===== config.mk =====
export PLATFORM = sky130hd
export DESIGN_NAME = srm_pwm_tick_scheduler
export DESIGN_NICKNAME = d
export VERILOG_FILES = /design/src/include/srm_pkg.sv /design/src/include/srm_tb_if.sv /design/src/logic/srm_up_timer.sv /design/src/logic/srm_pwm_phase.sv /design/src/logic/srm_pwm_tick_scheduler.sv
export SDC_FILE = /design/constraint.sdc
export NUM_CORES = 1
export LEC_CHECK = 0
export CAP_MARGIN = 20
export CORE_MARGIN = 2
export CORE_UTILIZATION = 50
export CTS_CLUSTER_DIAMETER = 50
export DETAILED_ROUTE_END_ITERATION = 16
export DONT_BUFFER_PORTS = 1
export MAX_ROUTING_LAYER = met4
export PLACE_DENSITY = 0.69
export SETUP_SLACK_MARGIN = 0.4
export SYNTH_ARGS = -nofsm -noshare
export SYNTH_HDL_FRONTEND = slang
export SYNTH_SLANG_ARGS = --single-unit

===== constraint.sdc =====
create_clock -name clk -period 14.25 [get_ports clk]
set_input_delay 2.85 -clock clk [delete_from_list [all_inputs] [get_ports clk]]
set_output_delay 2.85 -clock clk [all_outputs]
set_load 0.02 [all_outputs]

===== src/include/srm_pkg.sv =====
// Shared constants, encodings and helpers for the drive timing block.
// Functional notes
// - PWM period is core clock over PWM rate minus one
// - Compare value zero to P sets duty 0..100%
// - PWM runs at 20 kHz, period 999
// - All three timers count up continuously, wrapping
// - Timers: PWM base, capture base, periodic tick
// - PWM mode; high-side outputs 1,3,5 active high
// - Each output polarity chosen by action control
// - Only tick period match raises group B interrupt
// - Five-slice schedule: commutation slice zero, velocity one
// - Three capture events raise group C interrupt
// - Capture: identify unit, store stamp, set flags
// - One capture edge per 7.5 shaft degrees
// - New capture notifies position estimation next tick
// - Four capture pins, four port B outputs
// - Watchdog off; PLL doubles 10 MHz crystal
// - Initial rotor state read from sensor levels
// - Current loop gain constant 22 in Q3
// - Captures use timer two, both edges
// - Capture timer counts at 1.25 MHz
package srm_pkg;
  localparam int CLK_HZ = 100_000_000;
  localparam int CRYSTAL_HZ = 10_000_000;
  localparam int PLL_MULT = 2;
  localparam int CORE_HZ = CRYSTAL_HZ * PLL_MULT;
  localparam int CORE_DIV = CLK_HZ / CORE_HZ;
  localparam int TIMER_W = 16;
  localparam int PWM_HZ = 20_000;
  localparam int PWM_PERIOD_VAL = CORE_HZ / PWM_HZ - 1;
  localparam int TICK_PERIOD_US = 200;
  localparam int TICK_PERIOD_VAL = CORE_HZ / 1_000_000 * TICK_PERIOD_US - 1;
  localparam int CAP_TIMER_HZ = 1_250_000;
  localparam int CAP_PRESCALE = CORE_HZ / CAP_TIMER_HZ;
  localparam logic [TIMER_W-1:0] PWM_PERIOD_RST = TIMER_W'(PWM_PERIOD_VAL);
  localparam logic [TIMER_W-1:0] TICK_PERIOD_RST = TIMER_W'(TICK_PERIOD_VAL);
  localparam logic [TIMER_W-1:0] CAP_PERIOD = 16'hffff;
  localparam int PHASES = 3;
  localparam int CAP_UNITS = 4;
  localparam int CAP_EDGE_DEG_X10 = 75;
  localparam int SLICES = 5;
  localparam logic [2:0] COMMUTE_SLICE = 3'h0;
  localparam logic [2:0] VELOCITY_SLICE = 3'h1;
  localparam logic [2:0] LAST_SLICE = 3'(SLICES - 1);
  localparam logic [11:0] ACTION_RST = 12'h222;
  localparam logic [3:0] CAP_EN_RST = 4'h7;
  localparam logic [3:0] PORT_B_RST = 4'h0;
  localparam logic [7:0] LOOP_GAIN_Q3 = 8'h16;
  localparam logic [1:0] INIT_SETTLE = 2'h3;
  localparam logic [2:0] CFG_PWM_PERIOD = 3'h0;
  localparam logic [2:0] CFG_TICK_PERIOD = 3'h1;
  localparam logic [2:0] CFG_CMP0 = 3'h2;
  localparam logic [2:0] CFG_ACTION = 3'h5;
  localparam logic [2:0] CFG_PORT_B = 3'h6;
  localparam logic [2:0] CFG_CAP_EN = 3'h7;

  typedef enum logic [1:0] {
    SRM_ACT_FORCE_LO = 2'h0,
    SRM_ACT_LOW = 2'h1,
    SRM_ACT_HIGH = 2'h2,
    SRM_ACT_FORCE_HI = 2'h3
  } srm_action_t;

  // Maps the raw compare result onto the pin level for one output.
  function automatic logic srm_apply_action(input logic raw, input logic [1:0] act);
    unique case (srm_action_t'(act))
      SRM_ACT_FORCE_LO: srm_apply_action = 1'b0;
      SRM_ACT_LOW: srm_apply_action = ~raw;
      SRM_ACT_HIGH: srm_apply_action = raw;
      SRM_ACT_FORCE_HI: srm_apply_action = 1'b1;
    endcase
  endfunction
endpackage


===== src/include/srm_tb_if.sv =====
// Time base bundle passed from a timer to the logic that uses its count.
`timescale 1ns/1ns
interface srm_tb_if #(parameter int W = 16);
  logic [W-1:0] count;
  logic [W-1:0] period;
  logic wrap;
  modport timer (output count, output period, output wrap);
  modport user (input count, input period, input wrap);
endinterface


===== src/logic/srm_up_timer.sv =====
// Continuous up-counting timer that wraps to zero after its period value.
`timescale 1ns/1ns
module srm_up_timer
  import srm_pkg::*;
#(
  parameter int W = TIMER_W
) (
  input wire logic clk,
  input wire logic sys_rst,
  input wire logic step,
  input wire logic [W-1:0] period,
  srm_tb_if.timer tb
);
  logic [W-1:0] count_reg;

  if (W < 2) begin : g_chk
    $error("srm_up_timer: width too small");
  end

  always_ff @(posedge clk or posedge sys_rst) begin
    if (sys_rst) begin
      count_reg <= '0;
    end else if (step) begin
      // A period lowered below the count wraps to zero on the next step.
      count_reg <= (count_reg >= period) ? '0 : count_reg + 1'b1;
    end
  end

  assign tb.count = count_reg;
  assign tb.period = period;
  assign tb.wrap = step && (count_reg >= period);
endmodule


===== src/logic/srm_pwm_phase.sv =====
// One phase of PWM: shadowed compare and a high-side/low-side output pair.
`timescale 1ns/1ns
module srm_pwm_phase
  import srm_pkg::*;
#(
  parameter int W = TIMER_W
) (
  input wire logic clk,
  input wire logic sys_rst,
  srm_tb_if.user tb,
  input wire logic [W-1:0] cmp,
  input wire logic [1:0] act_hs,
  input wire logic [1:0] act_ls,
  output logic hs_gate,
  output logic ls_gate
);
  logic [W-1:0] active_cmp_reg;
  logic raw;

  // The working compare changes only on the wrap, so a pulse is never cut short.
  always_ff @(posedge clk or posedge sys_rst) begin
    if (sys_rst) begin
      active_cmp_reg <= '0;
    end else if (tb.wrap) begin
      active_cmp_reg <= cmp;
    end
  end

  // Compare at or above the period gives a full high period.
  assign raw = (active_cmp_reg >= tb.period) || (tb.count < active_cmp_reg);

  always_ff @(posedge clk or posedge sys_rst) begin
    if (sys_rst) begin
      hs_gate <= 1'b0;
      ls_gate <= 1'b0;
    end else begin
      hs_gate <= srm_apply_action(raw, act_hs);
      ls_gate <= srm_apply_action(raw, act_ls);
    end
  end
endmodule


===== src/logic/srm_pwm_tick_scheduler.sv =====
// Drive timing block: PWM time base, capture stamping and the tick schedule.
`timescale 1ns/1ns
module srm_pwm_tick_scheduler
  import srm_pkg::*;
#(
  parameter int TW = TIMER_W
) (
  input wire logic clk,
  input wire logic sys_rst,
  input wire logic cfg_wr_en,
  input wire logic [2:0] cfg_sel,
  input wire logic [TW-1:0] cfg_wdata,
  input wire logic [CAP_UNITS-1:0] capture_input_pins,
  input wire logic [2:0] sensor_levels,
  input wire logic tick_irq_clear,
  input wire logic [CAP_UNITS-1:0] capture_irq_clear,
  input wire logic velocity_done,
  output logic [2*PHASES-1:0] pwm_gate,
  output logic [3:0] port_b_output_pins,
  output logic [3:0] port_b_oe,
  output logic cpu_irq_group_b,
  output logic cpu_irq_group_c,
  output logic tick_timer_period_irq,
  output logic [CAP_UNITS-1:0] capture_event_irqs,
  output logic [CAP_UNITS*TW-1:0] capture_stamp,
  output logic [1:0] last_capture_unit,
  output logic velocity_request,
  output logic position_new_meas,
  output logic [2:0] slice_index,
  output logic run_current_ctrl,
  output logic run_position_est,
  output logic run_commutation,
  output logic run_velocity_ctrl,
  output logic [2:0] init_sensor_state,
  output logic init_state_valid,
  output logic [TW-1:0] pwm_count,
  output logic [TW-1:0] capture_count,
  output logic [7:0] current_loop_gain_const,
  output logic watchdog_enable
);
  localparam int DIV_W = $clog2(CORE_DIV);
  localparam int PRE_W = $clog2(CAP_PRESCALE);
  localparam logic [DIV_W-1:0] DIV_LAST = DIV_W'(CORE_DIV - 1);
  localparam logic [PRE_W-1:0] PRE_LAST = PRE_W'(CAP_PRESCALE - 1);

  if (TW < 12) begin : g_chk_w
    $error("srm_pwm_tick_scheduler: timer width cannot hold the default periods");
  end
  if (CORE_DIV < 2 || CLK_HZ % CORE_HZ != 0) begin : g_chk_div
    $error("srm_pwm_tick_scheduler: system clock is not a multiple of the core rate");
  end
  // Unit numbers are two bits wide and every action field must fit one write word.
  if (CAP_UNITS > 4 || 4 * PHASES > TW) begin : g_chk_fit
    $error("srm_pwm_tick_scheduler: capture units or phases exceed the ports");
  end
  // A prescale that does not divide the core rate would make the stamps drift.
  if (CAP_PRESCALE < 2 || CORE_HZ % CAP_TIMER_HZ != 0) begin : g_chk_pre
    $error("srm_pwm_tick_scheduler: capture rate is not a divisor of the core rate");
  end
  // The run strobes assume commutation in slice zero and velocity in a later slice.
  if (SLICES > 8 || COMMUTE_SLICE != 3'h0 || VELOCITY_SLICE == 3'h0) begin : g_chk_slice
    $error("srm_pwm_tick_scheduler: slice schedule does not fit the slice counter");
  end

  // Configuration and state registers.
  logic [DIV_W-1:0] core_div_reg;
  logic core_tick;
  logic [PRE_W-1:0] cap_pre_reg;
  logic cap_step;
  logic [TW-1:0] pwm_timer_period_reg;
  logic [TW-1:0] tick_period_reg;
  logic [TW-1:0] phase_compare_reg [PHASES];
  logic [2*2*PHASES-1:0] output_action_ctrl;
  logic [3:0] port_b_reg;
  logic [CAP_UNITS-1:0] cap_enable_reg;
  logic [CAP_UNITS-1:0] cap_edge;
  logic cap_any;
  logic [1:0] cap_unit_next;
  logic [2:0] slice_reg;
  logic position_pending_reg;
  logic [2:0] sensor_s1_reg;
  logic [2:0] sensor_s2_reg;
  logic [1:0] init_cnt_reg;

  srm_tb_if #(.W(TW)) pwm_tb ();
  srm_tb_if #(.W(TW)) cap_tb ();
  srm_tb_if #(.W(TW)) tick_tb ();

  // Clamp to the live period so a large loop output cannot exceed full duty.
  function automatic logic [TW-1:0] clamp_duty(input logic [TW-1:0] v,
                                               input logic [TW-1:0] p);
    clamp_duty = (v > p) ? p : v;
  endfunction

  // Write decode shared by every per-phase compare register.
  function automatic logic cfg_hit(input logic en, input logic [2:0] s,
                                   input logic [2:0] code);
    cfg_hit = en && (s == code);
  endfunction

  // Core-rate strobe standing in for the crystal times PLL clock.
  // The PWM and tick timers step on this strobe and the capture timer on every 16th, so all three stay in step with one another.
  always_ff @(posedge clk or posedge sys_rst) begin
    if (sys_rst) begin
      core_div_reg <= '0;
    end else begin
      core_div_reg <= (core_div_reg == DIV_LAST) ? '0 : core_div_reg + 1'b1;
    end
  end
  assign core_tick = (core_div_reg == DIV_LAST);

  // Capture time base prescaler; coarse steps keep the stamp from overflowing.
  always_ff @(posedge clk or posedge sys_rst) begin
    if (sys_rst) begin
      cap_pre_reg <= '0;
    end else if (core_tick) begin
      cap_pre_reg <= (cap_pre_reg == PRE_LAST) ? '0 : cap_pre_reg + 1'b1;
    end
  end
  assign cap_step = core_tick && (cap_pre_reg == PRE_LAST);

  // Configuration writes.
  // Period writes act on the live timer; a period below the count wraps on the next step.
  always_ff @(posedge clk or posedge sys_rst) begin
    if (sys_rst) begin
      pwm_timer_period_reg <= PWM_PERIOD_RST;
      tick_period_reg <= TICK_PERIOD_RST;
      output_action_ctrl <= ACTION_RST;
      port_b_reg <= PORT_B_RST;
      cap_enable_reg <= CAP_EN_RST;
    end else if (cfg_wr_en) begin
      unique case (cfg_sel)
        CFG_PWM_PERIOD: pwm_timer_period_reg <= cfg_wdata;
        CFG_TICK_PERIOD: tick_period_reg <= cfg_wdata;
        CFG_ACTION: output_action_ctrl <= cfg_wdata[2*2*PHASES-1:0];
        CFG_PORT_B: port_b_reg <= cfg_wdata[3:0];
        CFG_CAP_EN: cap_enable_reg <= cfg_wdata[CAP_UNITS-1:0];
        default: ;
      endcase
    end
  end

  // Compare registers, one per phase, each clamped as it is written.
  for (genvar p = 0; p < PHASES; p++) begin : g_cmp
    localparam logic [2:0] SEL = CFG_CMP0 + 3'(p);
    always_ff @(posedge clk or posedge sys_rst) begin
      if (sys_rst) begin
        phase_compare_reg[p] <= '0;
      end else if (cfg_hit(cfg_wr_en, cfg_sel, SEL)) begin
        phase_compare_reg[p] <= clamp_duty(cfg_wdata, pwm_timer_period_reg);
      end
    end
  end

  // The three time bases.
  srm_up_timer #(.W(TW)) u_pwm_timer (
    .clk(clk),
    .sys_rst(sys_rst),
    .step(core_tick),
    .period(pwm_timer_period_reg),
    .tb(pwm_tb.timer)
  );

  srm_up_timer #(.W(TW)) u_cap_timer (
    .clk(clk),
    .sys_rst(sys_rst),
    .step(cap_step),
    .period(CAP_PERIOD),
    .tb(cap_tb.timer)
  );

  srm_up_timer #(.W(TW)) u_tick_timer (
    .clk(clk),
    .sys_rst(sys_rst),
    .step(core_tick),
    .period(tick_period_reg),
    .tb(tick_tb.timer)
  );

  // PWM phases: output 2p is the high-side switch, 2p+1 the low-side.
  for (genvar p = 0; p < PHASES; p++) begin : g_phase
    srm_pwm_phase #(.W(TW)) u_phase (
      .clk(clk),
      .sys_rst(sys_rst),
      .tb(pwm_tb.user),
      .cmp(phase_compare_reg[p]),
      .act_hs(output_action_ctrl[4*p+1:4*p]),
      .act_ls(output_action_ctrl[4*p+3:4*p+2]),
      .hs_gate(pwm_gate[2*p]),
      .ls_gate(pwm_gate[2*p+1])
    );
  end

  // Capture units: synchronise each pin, stamp the capture time on either edge.
  for (genvar u = 0; u < CAP_UNITS; u++) begin : g_cap
    logic s1_reg;
    logic s2_reg;
    logic s3_reg;
    always_ff @(posedge clk or posedge sys_rst) begin
      if (sys_rst) begin
        s1_reg <= 1'b0;
        s2_reg <= 1'b0;
        s3_reg <= 1'b0;
      end else begin
        s1_reg <= capture_input_pins[u];
        s2_reg <= s1_reg;
        s3_reg <= s2_reg;
      end
    end
    // Only the edge detector reads the third flop; the first feeds the second alone.
    // Each sensor transition is one 7.5 degree step of the shaft.
    assign cap_edge[u] = (s2_reg ^ s3_reg) && cap_enable_reg[u];

    always_ff @(posedge clk or posedge sys_rst) begin
      if (sys_rst) begin
        capture_stamp[u*TW +: TW] <= '0;
      end else if (cap_edge[u]) begin
        capture_stamp[u*TW +: TW] <= cap_tb.count;
      end
    end

    // A new edge in the clearing cycle keeps the flag set.
    always_ff @(posedge clk or posedge sys_rst) begin
      if (sys_rst) begin
        capture_event_irqs[u] <= 1'b0;
      end else begin
        capture_event_irqs[u] <= cap_edge[u] || (capture_event_irqs[u] && !capture_irq_clear[u]);
      end
    end
  end

  assign cap_any = |cap_edge;

  // Lowest-numbered unit wins when two edges land in the same cycle.
  always_comb begin
    cap_unit_next = last_capture_unit;
    for (int i = CAP_UNITS - 1; i >= 0; i--) begin
      if (cap_edge[i]) begin
        cap_unit_next = 2'(i);
      end
    end
  end

  always_ff @(posedge clk or posedge sys_rst) begin
    if (sys_rst) begin
      last_capture_unit <= 2'h0;
    end else begin
      last_capture_unit <= cap_unit_next;
    end
  end

  // Velocity request stands until the background work reports done.
  // Background work may run long; the request is sticky so a slow loop still sees it.
  always_ff @(posedge clk or posedge sys_rst) begin
    if (sys_rst) begin
      velocity_request <= 1'b0;
    end else begin
      velocity_request <= cap_any || (velocity_request && !velocity_done);
    end
  end

  // Position notice is held until the next tick consumes it.
  always_ff @(posedge clk or posedge sys_rst) begin
    if (sys_rst) begin
      position_pending_reg <= 1'b0;
      position_new_meas <= 1'b0;
    end else begin
      position_pending_reg <= cap_any || (position_pending_reg && !tick_tb.wrap);
      position_new_meas <= tick_tb.wrap && position_pending_reg;
    end
  end

  // Tick interrupt from the third timer's period match only.
  // A clear and a new tick in one cycle leave the flag set, so no tick is lost.
  always_ff @(posedge clk or posedge sys_rst) begin
    if (sys_rst) begin
      tick_timer_period_irq <= 1'b0;
    end else begin
      tick_timer_period_irq <= tick_tb.wrap || (tick_timer_period_irq && !tick_irq_clear);
    end
  end

  assign cpu_irq_group_b = tick_timer_period_irq;
  assign cpu_irq_group_c = |(capture_event_irqs & cap_enable_reg);

  // Five-slice schedule advanced on each tick.
  // It starts on the last slice so the first tick enters slice zero and commutates.
  always_ff @(posedge clk or posedge sys_rst) begin
    if (sys_rst) begin
      slice_reg <= LAST_SLICE;
    end else if (tick_tb.wrap) begin
      slice_reg <= (slice_reg == LAST_SLICE) ? 3'h0 : slice_reg + 3'h1;
    end
  end

  // Run strobes are one cycle wide and follow the tick by one cycle.
  // They key on the slice being left, since the slice moves on the same edge.
  always_ff @(posedge clk or posedge sys_rst) begin
    if (sys_rst) begin
      run_current_ctrl <= 1'b0;
      run_position_est <= 1'b0;
      run_commutation <= 1'b0;
      run_velocity_ctrl <= 1'b0;
    end else begin
      run_current_ctrl <= tick_tb.wrap;
      run_position_est <= tick_tb.wrap;
      run_commutation <= tick_tb.wrap && (slice_reg == LAST_SLICE);
      run_velocity_ctrl <= tick_tb.wrap && (slice_reg == VELOCITY_SLICE - 3'h1);
    end
  end
  assign slice_index = slice_reg;

  // Sensor levels pass a synchroniser; the state is caught once after reset.
  always_ff @(posedge clk or posedge sys_rst) begin
    if (sys_rst) begin
      sensor_s1_reg <= 3'h0;
      sensor_s2_reg <= 3'h0;
    end else begin
      sensor_s1_reg <= sensor_levels;
      sensor_s2_reg <= sensor_s1_reg;
    end
  end

  // The settle count lets the sensor synchroniser fill before the levels are used.
  always_ff @(posedge clk or posedge sys_rst) begin
    if (sys_rst) begin
      init_cnt_reg <= 2'h0;
      init_sensor_state <= 3'h0;
      init_state_valid <= 1'b0;
    end else if (!init_state_valid) begin
      init_cnt_reg <= init_cnt_reg + 2'h1;
      if (init_cnt_reg == INIT_SETTLE) begin
        init_sensor_state <= sensor_s2_reg;
        init_state_valid <= 1'b1;
      end
    end
  end

  assign port_b_output_pins = port_b_reg;
  // The port B pins are fixed as outputs, so their enables never drop.
  assign port_b_oe = 4'hf;
  // Raw counts are brought out so a host can time edges against the PWM phase.
  assign pwm_count = pwm_tb.count;
  assign capture_count = cap_tb.count;
  assign current_loop_gain_const = LOOP_GAIN_Q3;
  // No watchdog exists here; the enable is held off so a host never arms one.
  assign watchdog_enable = 1'b0;
endmodule


==> impl_metrics.env <==
export IMPL_cts_root_buf="clkbuf_16"
export IMPL_layout_commonest_cell="dfrtp_1"
export IMPL_finalHoldViolations=0
export IMPL_cts_hold_buf=0
export IMPL_post_route_drc_count=0
export IMPL_ys_warn_count=0
export IMPL_cts_htree_levels=2
export IMPL_r2r_slack_ps=10550
export IMPL_post_layout_total_power_uw=2313
export IMPL_dieArea_mm2=0.03289
export IMPL_synthCells=1406
export IMPL_place_area_mm2=0.01596
export IMPL_portBuffers=0
export IMPL_rsz0062_at_grt="false"
export IMPL_final_cell_mix="288 x dfrtp_1, 154 x nand2_1, 150 x ha_1"
export IMPL_min_to="sensor_s2_reg[0]$_DFF_PP0_"
export IMPL_drtIter0Drc=607
export IMPL_hold_depth=0
export IMPL_worst_pin_slew_ps=1056
export IMPL_powerDensity_mw_per_mm2=134.0
export IMPL_core_area_mm2=0.03075
export IMPL_setup_viol=0
export IMPL_first_global_vias=10172
export IMPL_ant_nets=0
export IMPL_hp_start="sensor_s1_reg[0]$_DFF_PP0_"
export IMPL_crit_arrival_ps=4750
export IMPL_rows=64
export IMPL_ys_seq_area_share_pct=50.00
export IMPL_cp_start_kind="input port"
export IMPL_vdd_drop_max_mv=0.1066
export IMPL_ctsResizeCount=0
export IMPL_r2r_start="u_pwm_timer.tb.count[0]$_DFFE_PP0N_"
export IMPL_num_vias=10092
export IMPL_routed_wl_um=35000
export IMPL_ys_types=68
export IMPL_criticalPathCategory="in -> reg"
export IMPL_yosysTopAreaCellShare_pct=45.82
export IMPL_finalCriticalPeriod_ps=4358
export IMPL_hp_class="reg -> reg"
export IMPL_nets=1588
export IMPL_required_ps=14640
export IMPL_dp_hpwl_um=24820
export IMPL_first_pass_iters=5
export IMPL_cts_setup_buffers=0
export IMPL_r2r_end="g_phase[0].u_phase.active_cmp_reg[6]$_DFFE_PP0P_"
export IMPL_critPathMaxFanout=16
export IMPL_endpoint_kind="flip-flop"
export IMPL_io_pins=176
export IMPL_max_cap_violations=0
export IMPL_synthArstFlopShare_pct=100.0
export IMPL_area_delta_synth_final_pct=9.722
export IMPL_max_freq_mhz=229.5
export IMPL_grtUsageTotal_pct=22.30
export IMPL_fp_dieW_um=181.4
export IMPL_cts_sinks=313
export IMPL_grt_max_degree=86
export IMPL_clk_insertion_delay_late_ps=540
export IMPL_cts_clk_slew_worst_paths_ps=50
export IMPL_initial_core_util_pct=51.15
export IMPL_slew_viol_final=0
export IMPL_syn_mean_instance_area_um2=11.19
export IMPL_synth_edff_count=0
export IMPL_status="complete, no violations"
export IMPL_p_leak_uw=0.008406
export IMPL_synth_seq_cells=313
export IMPL_drive_gt1_share_pct=16.70
export IMPL_wl_per_cell_um=19.15
export IMPL_synth_ff_type="dfrtp_1"
export IMPL_fin_area_mm2=0.01726
export IMPL_tns_ps=0
export IMPL_numCtsBuffers=36
export IMPL_grt_pass1_wl_um=56440
export IMPL_clockBufferDepth=3
export IMPL_r2r_cells=10
export IMPL_die_y_um=181.4
export IMPL_grt_antenna_before_repair=0
export IMPL_place_worst_setup_slack_ps=9055
export IMPL_gr_total_overflow=0
export IMPL_synth_area_leaders="dfrtp_1 46%, ha_1 12%, mux2_2 5.6%, mux2_4 4.6%, dfstp_2 4.2%"
export IMPL_largest_reg_flops=64
export IMPL_synth_top_area_cell="dfrtp_1"
export IMPL_skew_ps=34.96
export IMPL_syn_cell_area_mm2=0.01573
export IMPL_cts_tree="done"
export IMPL_place_gp_congestion=0.8408
export IMPL_final_period_utilization_pct=30.58
export IMPL_antenna_cells=0
export IMPL_relSlewSlack_pct=29.60
export IMPL_detail_route_vias_per_cell=5.524
export IMPL_fin_ws_ps=9892
worst max path at each step:
stage,start,to,cells past startpoint
2_1_floorplan,sys_rst,cap_enable_reg[3]$_DFFE_PP0P_,1
3_3_place_gp,sys_rst,u_pwm_timer.tb.count[13]$_DFFE_PP0N_,3
3_5_place_dp,sys_rst,u_pwm_timer.tb.count[13]$_DFFE_PP0N_,3
4_1_cts,sys_rst,u_pwm_timer.tb.count[14]$_DFFE_PP0N_,3
5_1_grt,sys_rst,u_pwm_timer.tb.count[14]$_DFFE_PP0N_,4
6_report,cfg_wdata[11],phase_compare_reg[28]$_DFFE_PP0P_,8
routing by layer:
layer	global-route usage [%]	part of all wire [%]
met5	-	0
met4	6.016	2.1
met3	4.838	6.0
met2	34.54	46
met1	29.82	46
worst max-delay path, cell delays in order:
cell and delay, ps:
ha_1 290, nand4_1 190, nor4_4 350, a211oi_1 130
a21oi_2 110, buf_4 310, mux2i_1 370, o21ai_0 130
cell usage after synthesis, types with 10 or more instances:
cell type and instances:
mux2_4 48, a211oi_1 10, dfrtp_1 288, ha_1 150, buf_4 22, inv_1 104, xor2_1 20, dfstp_2 25
a21o_1 25, a21oi_1 72, nand2_1 154, and3_1 14, nand4_1 26, nand3_1 19, xnor2_1 20, mux2i_1 18
o21ai_0 83, mux2_2 78, clkbuf_1 34, nor2_1 92
logic make-up after synthesis:
kind of cell | after synthesis | synth area share, %
multiplexers | 144 | 11.31
XOR/XNOR | 40 | 2.228
buffers and inverters | 171 | 5.211
flip-flops | 313 | 50.00
adder cells (fa/ha/maj) | 150 | 11.93
AO/OA/AOI/OAI | 234 | 9.053
AND/OR/NAND/NOR | 352 | 10.21
other | 2 | 0.04775
stage by stage:
step | utilization [%] | hold WS (ps) | instances
6_report | 56.12 | 347.5 | 1827
5_1_grt | 56.12 | 351.1 | 1827
4_1_cts | 55.97 | 348.8 | 1825
3_5_place_dp | 51.89 | 336.2 | 1759
3_3_place_gp | 51.89 | 332.2 | 1759
2_1_floorplan | - | 331.2 | 1417
cell type report:
cell class,instances,area [um2]
clock buffer,56,1097
clock inverter,10,155.1
fill,2588,13490
inverter,105,401.6
multi-input combinational,933,7106
sequential,313,7864
tap,396,495.5
timing repair buffer,14,137.6
power by group:
group	total [uW]	internal (uW)	switching [uW]
clock	947	573	374
combinational	300	117	182
sequential	1070	986	80.3
total	2310	1680	636
No activity file was read; power rests on OpenSTA's default activity.
